==> config.mk <==
export PLATFORM = sky130hd
export DESIGN_NAME = an_next_page_tx_register
export DESIGN_NICKNAME = d
export VERILOG_FILES = /design/src/hw/an_next_page_tx_register.v
export VERILOG_INCLUDE_DIRS = /design/src /design/src/hw
export SDC_FILE = /design/constraint.sdc
export NUM_CORES = 1
export LEC_CHECK = 0
export BUFFER_PORTS_ARGS = -buffer_cell sky130_fd_sc_hd__buf_2
export CORE_ASPECT_RATIO = 1.75
export CORE_MARGIN = 2
export CORE_UTILIZATION = 58
export CTS_CLUSTER_SIZE = 20
export DETAILED_ROUTE_END_ITERATION = 7
export PLACE_DENSITY = 0.86
export SLEW_MARGIN = 0
export SYNTH_ARGS = -nofsm -noshare
export SYNTH_HDL_FRONTEND = slang
export SYNTH_SLANG_ARGS = --single-unit
==> constraint.sdc <==
create_clock -name clk_sys_in -period 4.11 [get_ports clk_sys_in]
set_input_delay 0.2055 -clock clk_sys_in [delete_from_list [all_inputs] [get_ports clk_sys_in]]
set_output_delay 0.2055 -clock clk_sys_in [all_outputs]
set_load 0.005 [all_outputs]
==> src/hw/np_tx_defs.vh <==
// Constants for the next page transmit register bank.
// Assumes inclusion by bare name from hw/.
`ifndef NP_TX_DEFS_VH
`define NP_TX_DEFS_VH
`define IND_CTRL_ADDR     8'h6E
`define IND_OFFSET_ADDR   8'h6F
`define IND_DATA_ADDR     8'hA0
`define FUNC_SEL_EEE      3'h1
`define FUNC_SEL_MSB      7
`define FUNC_SEL_LSB      5
`define PORT_SEL_MSB      3
`define PORT_SEL_LSB      0
`define NP_OFF_HIGH       8'h0E
`define NP_OFF_LOW        8'h0F
`define BIT_MORE_PAGES    15
`define BIT_RESERVED      14
`define BIT_PAGE_TYPE     13
`define BIT_COMPLY        12
`define BIT_TOGGLE        11
`define WORD_RESET        16'h2000
`define WORD_WR_MASK      16'hB7FF
`endif

==> src/hw/an_next_page_tx_register.v <==
// Per-port next page transmit word behind an indirect byte window.
// Assumes a synchronous byte register port and an arbiter that pulses page_sent.
//
// Summary of operation
// - Offset byte selects target byte; data window reads and writes it.
// - Upper word byte sits at offset 0x0E, lower byte at 0x0F.
// - Bit 15 flags more pages follow; resets to 0.
// - Bit 13 writable page type, 1 message page, resets to 1.
// - Bit 12 signals ability to comply with received message.
// - Bit 11 toggle is read-only, inverts previous codeword toggle, resets 0.
// - First next page toggle is inverse of base codeword bit 11.
`include "np_tx_defs.vh"
module an_next_page_tx_register #(
  parameter NUM_PORTS = 3
) (
  input  wire                   clk_sys_in,
  input  wire                   arst_n_in,
  input  wire [7:0]             reg_addr_in,
  input  wire [7:0]             reg_wdata_in,
  input  wire                   reg_wr_in,
  input  wire                   reg_rd_in,
  output reg  [7:0]             reg_rdata_out,
  input  wire [NUM_PORTS-1:0]   auto_eee_in,
  input  wire [NUM_PORTS-1:0]   base_toggle_in,
  input  wire [NUM_PORTS-1:0]   base_sent_in,
  input  wire [NUM_PORTS-1:0]   page_sent_in,
  output wire [16*NUM_PORTS-1:0] np_word_out
);

  // ****************************************
  // Constants
  // ****************************************

  localparam [15:0] RESET_WORD = `WORD_RESET;

  // ****************************************
  // Decode helpers
  // ****************************************

  // Address match, shared by the write and read paths
  function addr_is;
    input [7:0] addr;
    input [7:0] target;
    begin
      addr_is = (addr == target);
    end
  endfunction

  // Port code 0 and codes above the port count are refused
  function port_legal;
    input [3:0] sel;
    begin
      port_legal = (sel != 4'h0) && ({28'h000_0000, sel} <= NUM_PORTS);
    end
  endfunction

  // ****************************************
  // Indirect control and offset
  // ****************************************

  reg  [7:0]  ctrl_byte;
  reg  [7:0]  offset_byte;
  reg  [7:0]  next_ctrl_byte;
  reg  [7:0]  next_offset_byte;
  wire        is_eee;
  wire [3:0]  port_sel;
  wire [31:0] port_num;
  wire        port_ok;
  wire        win_wr;
  wire        hit_high;
  wire        hit_low;

  assign is_eee   = (ctrl_byte[`FUNC_SEL_MSB:`FUNC_SEL_LSB] == `FUNC_SEL_EEE);
  assign port_sel = ctrl_byte[`PORT_SEL_MSB:`PORT_SEL_LSB];
  assign port_num = {28'h000_0000, port_sel};
  assign port_ok  = port_legal(port_sel);
  assign win_wr   = reg_wr_in && addr_is(reg_addr_in, `IND_DATA_ADDR) && is_eee && port_ok;
  assign hit_high = (offset_byte == `NP_OFF_HIGH);
  assign hit_low  = (offset_byte == `NP_OFF_LOW);

  always @* begin
    next_ctrl_byte   = ctrl_byte;
    next_offset_byte = offset_byte;
    if (reg_wr_in && addr_is(reg_addr_in, `IND_CTRL_ADDR)) begin
      next_ctrl_byte = reg_wdata_in;
    end
    if (reg_wr_in && addr_is(reg_addr_in, `IND_OFFSET_ADDR)) begin
      next_offset_byte = reg_wdata_in;
    end
  end

  always @(posedge clk_sys_in or negedge arst_n_in) begin
    if (!arst_n_in) begin
      ctrl_byte   <= 8'h00;
      offset_byte <= 8'h00;
    end else begin
      ctrl_byte   <= next_ctrl_byte;
      offset_byte <= next_offset_byte;
    end
  end

  // ****************************************
  // Per-port words
  // ****************************************

  wire [16*NUM_PORTS-1:0] word_flat;

  genvar g;
  generate
    for (g = 0; g < NUM_PORTS; g = g + 1) begin : g_port
      reg         more_pages_flag;
      reg         page_type_flag;
      reg         comply_flag;
      reg         toggle_bit;
      reg  [10:0] code_field;
      reg         next_more_pages_flag;
      reg         next_page_type_flag;
      reg         next_comply_flag;
      reg         next_toggle_bit;
      reg  [10:0] next_code_field;
      wire        sel;
      wire [15:0] word;

      assign sel = win_wr && (port_num == g + 1);

      // Software writes never reach the toggle or reserved bits
      always @* begin
        next_more_pages_flag = more_pages_flag;
        next_page_type_flag  = page_type_flag;
        next_comply_flag     = comply_flag;
        next_toggle_bit      = toggle_bit;
        next_code_field      = code_field;
        if (sel && hit_high) begin
          next_more_pages_flag  = reg_wdata_in[`BIT_MORE_PAGES-8];
          next_page_type_flag   = reg_wdata_in[`BIT_PAGE_TYPE-8];
          next_comply_flag      = reg_wdata_in[`BIT_COMPLY-8];
          next_code_field[10:8] = reg_wdata_in[2:0];
        end
        if (sel && hit_low) begin
          next_code_field[7:0] = reg_wdata_in;
        end
        // Base page wins: it restarts the toggle sequence
        if (base_sent_in[g]) begin
          next_toggle_bit = ~base_toggle_in[g];
        end else if (page_sent_in[g]) begin
          next_toggle_bit = ~toggle_bit;
        end
      end

      always @(posedge clk_sys_in or negedge arst_n_in) begin
        if (!arst_n_in) begin
          more_pages_flag <= RESET_WORD[`BIT_MORE_PAGES];
          page_type_flag  <= RESET_WORD[`BIT_PAGE_TYPE];
          comply_flag     <= RESET_WORD[`BIT_COMPLY];
          toggle_bit      <= RESET_WORD[`BIT_TOGGLE];
          code_field      <= RESET_WORD[10:0];
        end else begin
          more_pages_flag <= next_more_pages_flag;
          page_type_flag  <= next_page_type_flag;
          comply_flag     <= next_comply_flag;
          toggle_bit      <= next_toggle_bit;
          code_field      <= next_code_field;
        end
      end

      // Reserved bit is a constant, so no write can ever reach it
      assign word = {more_pages_flag, 1'b0, page_type_flag, comply_flag, toggle_bit, code_field};

      assign word_flat[16*g+15:16*g] = word;

      // Auto mode: arbiter builds its own page, stored word is masked
      assign np_word_out[16*g+15:16*g] = auto_eee_in[g] ? 16'h0000 : word;
    end
  endgenerate

  // ****************************************
  // Read word select
  // ****************************************

  reg  [15:0] rd_word;
  integer     k;

  always @* begin
    rd_word = 16'h0000;
    for (k = 0; k < NUM_PORTS; k = k + 1) begin
      if (port_num == k + 1) begin
        rd_word = word_flat[16*k +: 16];
      end
    end
  end

  // ****************************************
  // Read window
  // ****************************************

  reg  [7:0] next_rdata;

  // Refused selections read as zero rather than a stale byte
  always @* begin
    next_rdata = reg_rdata_out;
    if (reg_rd_in) begin
      next_rdata = 8'h00;
      if (addr_is(reg_addr_in, `IND_CTRL_ADDR)) begin
        next_rdata = ctrl_byte;
      end else if (addr_is(reg_addr_in, `IND_OFFSET_ADDR)) begin
        next_rdata = offset_byte;
      end else if (addr_is(reg_addr_in, `IND_DATA_ADDR) && is_eee && port_ok) begin
        if (hit_high) begin
          next_rdata = rd_word[15:8];
        end else if (hit_low) begin
          next_rdata = rd_word[7:0];
        end
      end
    end
  end

  always @(posedge clk_sys_in or negedge arst_n_in) begin
    if (!arst_n_in) begin
      reg_rdata_out <= 8'h00;
    end else begin
      reg_rdata_out <= next_rdata;
    end
  end

  // ****************************************
  // Notes
  // ****************************************

  // The word is held only for the arbiter to send.
  // Page sequencing itself lives outside this block.
  // Limitation: a base and next page pulse together
  // count as a base page only.

endmodule

After elaboration in Yosys (flattened, before gate mapping) --
Cells that the tools add are included.
Word-level totals: bits in registers 69, output and inout bits 56
Cells by class: $lt $le $gt $ge 1, eq/ne operators 9, mux-type cells 17, bitwise logic cells 6, reductions and logical operators 21
Operators by type and width (number):
- 16-bit two-way mux | 6
- 8-bit two-way mux | 5
- 1-bit logical AND | 17
- 8-bit by 4-bit equality test with 1-bit output (second input constant) | 2
- 8-bit by 7-bit equality test with 1-bit output (second input constant) | 2
- 4-bit by 2-bit equality test with 1-bit output (second input constant) | 2
- 8-bit equality test (second input constant) | 1
- 1-bit two-way mux | 6
- 1-bit inverter | 6
- 2-bit nonzero test | 3
- 4-bit by 1-bit equality test with 1-bit output (second input constant) | 1
- 4-bit by 2-bit less-or-equal comparator with 1-bit output (second input constant) | 1
- 4-bit nonzero test | 1
- 3-bit by 1-bit equality test with 1-bit output (second input constant) | 1

Depth between registers and ports, before layout --
word-level depth 9, mapped depth 7, mapped depth without buffers 5

Worst setup path after synthesis --
OpenSTA, ideal clock, no wires.
path kind register to register, start reg ctrl_byte[6], end reg g_port[1].code_field[6], library setup time 0.125 ns, arrival 1.876 ns, data required time 3.985 ns, slack 2.109 ns, stages on the path, launching flop included 7, buffers on the path 1, clock period less this slack 2.001 ns, cell sequence dfrtp_1 > or4b_1 > nor4_2 > and3_2 > buf_6 > nand4_4 > mux2_4
Between the ends: cells in the longest elaborated chain, start to end 5
Ends and longest elaborated chain:
- start: declaration | line an_next_page_tx_register.v:61 | reg [7:0] ctrl_byte;
- start signal: assignment | line an_next_page_tx_register.v:97 | ctrl_byte <= next_ctrl_byte;
- 3-bit by 1-bit equality test with 1-bit output (no line)
- 1-bit logical AND (2 in a row) | line an_next_page_tx_register.v:77 | assign win_wr = reg_wr_in && addr_is(reg_addr_in, `IND_DATA_ADDR) && is_eee && port_ok;
- 1-bit logical AND | line an_next_page_tx_register.v:124 | assign sel = win_wr && (port_num == g + 1);
- 1-bit logical AND | line an_next_page_tx_register.v:139 | if (sel && hit_low) begin
- end signal: assignment | line an_next_page_tx_register.v:156 | code_field <= RESET_WORD[10:0];
- end signal: assignment | line an_next_page_tx_register.v:162 | code_field <= next_code_field;
- end: declaration | line an_next_page_tx_register.v:115 | reg [10:0] code_field;
No other way between the ends. A chain may end at the register's enable or synchronous reset.

Worst setup path in the final report --
start reg ctrl_byte[1], end reg g_port[1].more_pages_flag
Between the ends: cells in the longest elaborated chain, start to end 5
Ends and longest elaborated chain:
- 4-bit by 2-bit less-or-equal comparator with 1-bit output or 4-bit nonzero test (tied branches) | line an_next_page_tx_register.v:53 | port_legal = (sel != 4'h0) && ({28'h000_0000, sel} <= NUM_PORTS);
- 1-bit logical AND | line an_next_page_tx_register.v:53
- 1-bit logical AND | line an_next_page_tx_register.v:77
- 1-bit logical AND (*) | line an_next_page_tx_register.v:124
- 1-bit logical AND (*) | line an_next_page_tx_register.v:133 | if (sel && hit_high) begin
- end signal: assignment | line an_next_page_tx_register.v:152 | more_pages_flag <= RESET_WORD[`BIT_MORE_PAGES];
- end signal: assignment | line an_next_page_tx_register.v:158 | more_pages_flag <= next_more_pages_flag;
- end: declaration | line an_next_page_tx_register.v:111 | reg more_pages_flag;
Mark *: on every way between the ends. The rest lies on a longest branch, timed or not.

==> results <==
- The floorplan die width is approximately 64 µm.
- The class of the worst hold path is input port to register.
- The buffer depth of the longest clock path is 2.
- The achievable frequency is 0.388 GHz.
- The critical path goes through nor2_1, nor3_1, nand4_1, nor2b_1, mux2_2.
- The nature of the critical path startpoint is a register.
- The clock tree from TritonCTS is yes.
- The sequential fraction of the synthesis area is 0.475.
- The synthesized design contains 0 enable-type register cells.
- Of the cells placed in the final design, the portion with a size suffix greater than 1 is 0.445.
- The initial antenna violation count is 0.
- The count of routing violations after the opening detailed-route iteration is 140.
- After the last flow step, the layout net total stands at approximately 430.
- At the end of routability-driven placement, the weighted congestion stood at between 0.8 and 0.9.
- The number of instances in the synthesized netlist is 317.
- The largest net degree at the start of global routing is 39.
- In this run the worst path has a maximum fanout of 24.
- The endpoint arrival time on the critical path is about 2.8 ns.
- The sequential cell area is 1730 µm².
- The detailed router placed ~2,800 vias in this run.
- Of the available clock period, the critical path in the final layout requires 0.628.
- The global-route congestion overflow total is 0.
- The detailed-route vias per instance is 5.77.
- Power spread over the standard cell area amounts to roughly 310 nW/µm².
- For this run, the total global-route usage over all layers was measured as 0.270.
- The wire length of the first global-routing pass is 14,000 µm.
- The mean instance size in the synthesized netlist is around 11 µm².
- The initial standard-cell utilization of the core is 0.594.
- The floorplan step set the die height to 109 µm.
- For this run, the leading register cell type out of synthesis is sky130_fd_sc_hd__dfrtp_1.
- The run finished with clean final reports.
- The final period demand of the worst path is 2.58 ns.
- In the final layout, the multi-input gates occupy about 1800 µm².
- The floorplan has 38 rows.
- After synthesis the netlist holds a flip-flop and latch count of 69.
- In this run the tightest slew margin relative to its limit is 0.358.
- After legalization and detailed placement, the total HPWL measured between 6000 and 7000 µm.
- Clock tree synthesis found a total of 69 sinks.
- Dividing the detail-routed wire length by the instance count gives approximately 18 µm.
- Data on the critical path is required at its endpoint by 4.34 ns.
- The async set-reset flop share out of synthesis is 1.00.
- The hold violation total from the final report was 0.
- The count of buffering cells on the critical path with inverters included is 0.
- The worst register-to-register path has a setup slack of 1.53 ns.
- The count of antenna diodes in the layout is 0.
- The via count of the first global-routing pass was 2,764.
- Setup repair after global routing left no endpoint under its margin.
- The sum of internal, switching and leakage power is around 0.0013 W.
- The final layout contains routed wiring with a total length of about 8700 µm.
- In this run the tool buffered the top-level ports with 84 buffer cells.
- On the worst path, the slowest cell contributes a delay of 0.97 ns.
- In this run the static leakage power is 2.17 nW.
- The slowest stage of the critical path is the sky130_fd_sc_hd__dfrtp_1 cell.
- After clock tree synthesis, the clock-pin slew on the worst setup and hold paths is 0.07 ns.
- The later pin in the worst-skew pair is clocked with a latency of ~0.35 ns.
- The critical path in this run is classified as register to register.
- The placeable core region is just over 6000 µm².
- The count of unresolved DRC violations after routing is 0.
- Once detail routing completed, the nets flagged for antenna violations numbered 0.
- The filler cells instantiated in the layout total approximately 470.
- The die covers 6960 µm².
- The final count of negative-setup-slack endpoints is 0.
- The cell family with the largest share of critical-path delay is simple AND/OR/NAND/NOR gates.
- The H-tree generated during clock tree synthesis spans 3 levels.
- The count of warnings emitted by yosys is 0.
- The total of max-cap violations is 0.
- Clock tree synthesis selected as its root buffer the cell sky130_fd_sc_hd__clkbuf_8.
- The transition time at the pin with the least slew margin is 0.963 ns.
- 88 I/O pins were placed.
- The cell area that synthesis handed to floorplanning was between 3000 and 4000 µm².
- Yosys mapped the design onto 47 distinct sky130hd cell types.
- The aggregate negative setup slack is 0 ns.
- The max-slew violation total from the final report is 0.
- The worst setup path is captured at a register.
- The maximum VDD drop is between 0.0002 and 0.00025 V.
- The number of buffers added by the clock tree synthesis step is 9.
- Post-CTS timing repair inserted 0 buffers for setup.
- The pre-antenna-repair detailed-routing pass consisted of 4 iterations.
- Across the routed clock network, the largest skew measured is about 0.0095 ns.
- From synthesis to final layout, the design area changed by 16.9%.
[routing by layer]
layer  share of wire  global-route usage  vias to the layer above
met2            0.55               0.474                       79
met5               0                   0                        -
met1            0.39               0.313                     1381
met4           0.025               0.110                        0
li1                -                   -                     1288
met3           0.041              0.0650                       23
[cell usage after synthesis (2+ instances only)]
master / count / area (µm²)
sky130_fd_sc_hd__nand3_1: 3 / 15.0
sky130_fd_sc_hd__buf_1: 4 / 15.0
sky130_fd_sc_hd__a22oi_1: 7 / 52.6
sky130_fd_sc_hd__a31oi_1: 3 / 18.8
sky130_fd_sc_hd__clkbuf_1: 8 / 30.0
sky130_fd_sc_hd__mux2_2: 68 / 766
sky130_fd_sc_hd__o21ai_0: 10 / 50.1
sky130_fd_sc_hd__mux2i_1: 10 / 100
sky130_fd_sc_hd__a21oi_1: 13 / 65.1
sky130_fd_sc_hd__dfstp_2: 3 / 78.8
sky130_fd_sc_hd__a221oi_1: 4 / 35.0
sky130_fd_sc_hd__nor2_1: 23 / 86.3
sky130_fd_sc_hd__xor2_1: 3 / 26.3
sky130_fd_sc_hd__nor2b_1: 48 / 300
sky130_fd_sc_hd__o211ai_1: 2 / 15.0
sky130_fd_sc_hd__buf_2: 3 / 15.0
sky130_fd_sc_hd__dfrtp_1: 66 / 1650
sky130_fd_sc_hd__nand2_1: 5 / 18.8
sky130_fd_sc_hd__buf_4: 4 / 30.0
sky130_fd_sc_hd__inv_1: 2 / 7.51
sky130_fd_sc_hd__nand4_4: 2 / 42.5
[state kept, by name (all words and copies together), names as in the netlist]
name	count
reg_rdata_out	8
g_port.page_type_flag	3
g_port.comply_flag	3
offset_byte	8
g_port.toggle_bit	3
g_port.more_pages_flag	3
ctrl_byte	8
g_port.code_field	33
[path summary, 6_finish.rpt]
path,endpoint,cells past startpoint,start
worst max-delay path,g_port[1].more_pages_flag$_DFFE_PN0P_,5,ctrl_byte[1]$_DFFE_PN0P_
worst min-delay path,g_port[1].toggle_bit$_DFFE_PN0P_,2,base_toggle_in[1]
worst max register to register,g_port[1].more_pages_flag$_DFFE_PN0P_,5,ctrl_byte[1]$_DFFE_PN0P_
worst min register to register,reg_rdata_out[2]$_DFFE_PN0P_,2,reg_rdata_out[2]$_DFFE_PN0P_
max in group asynchronous,g_port[0].page_type_flag$_DFFE_PN1P_,3,arst_n_in
min in group asynchronous,g_port[1].code_field[3]$_DFFE_PN0P_,2,arst_n_in
[cell type report]
cell class	count	share of cell area
clock buffers	12	0.0364
clock inverters	2	0.00235
inverters	2	0.00176
multi-input cells	228	0.425
flip-flops and latches	69	0.406
well taps	80	0.0235
repair buffers	87	0.105
[what timing repair did]
item	in CTS	in global routing
resized for setup	0	0
endpoints found under the hold margin	37	0
hold buffers	1	0
[kinds of logic (layout without fill, tap and decap cells)]
group                  Yosys count  in the layout  synth area share
AND/OR/NAND/NOR                 98             98             0.167
multiplexers                    79             79             0.242
flip-flops                      69             69             0.475
AO/OA/AOI/OAI                   45             45            0.0790
buffers and inverters           22            103            0.0299
XOR/XNOR                         3              3           0.00721
other                            1              3           0.00103
[metrics by stage]
step / util / cell area [µm²] / setup WS [ns] / cells / hold slack, ns
CTS: 0.695 / 4260 / 1.50 / 480 / 0.0153
global route: 0.695 / 4260 / 1.32 / 480 / 0.00870
finish: 0.695 / 4260 / 1.53 / 480 / 0.0175
global placement: 0.666 / 4090 / 1.59 / 465 / 0.349
floorplan: - / 3650 / 2.11 / 319 / -0.0901
detailed placement: 0.666 / 4090 / 1.50 / 465 / 0.352
[where the power goes]
group	total (W)	internal, W	leakage, nW	switching (W)
sequential	0.000718	0.000696	0.931	0.0000221
combinational	0.000114	0.0000462	1.15	0.0000675
clock	0.000477	0.000243	0.0881	0.000234
[layout by cell type, fill, tap and decap left out, types with 3 or more instances in the layout]
cell and count:
sky130_fd_sc_hd__mux2_2 68, sky130_fd_sc_hd__a31oi_1 3, sky130_fd_sc_hd__nand2_1 5, sky130_fd_sc_hd__nor2_1 23, sky130_fd_sc_hd__a21oi_1 13, sky130_fd_sc_hd__o21ai_0 10
sky130_fd_sc_hd__dfstp_2 3, sky130_fd_sc_hd__a22oi_1 7, sky130_fd_sc_hd__xor2_1 3, sky130_fd_sc_hd__clkbuf_8 11, sky130_fd_sc_hd__a221oi_1 4, sky130_fd_sc_hd__nand3_1 3
sky130_fd_sc_hd__dfrtp_1 66, sky130_fd_sc_hd__conb_1 3, sky130_fd_sc_hd__nor2b_1 48, sky130_fd_sc_hd__buf_2 84, sky130_fd_sc_hd__mux2i_1 10
Power figures use the tool's default switching activity.
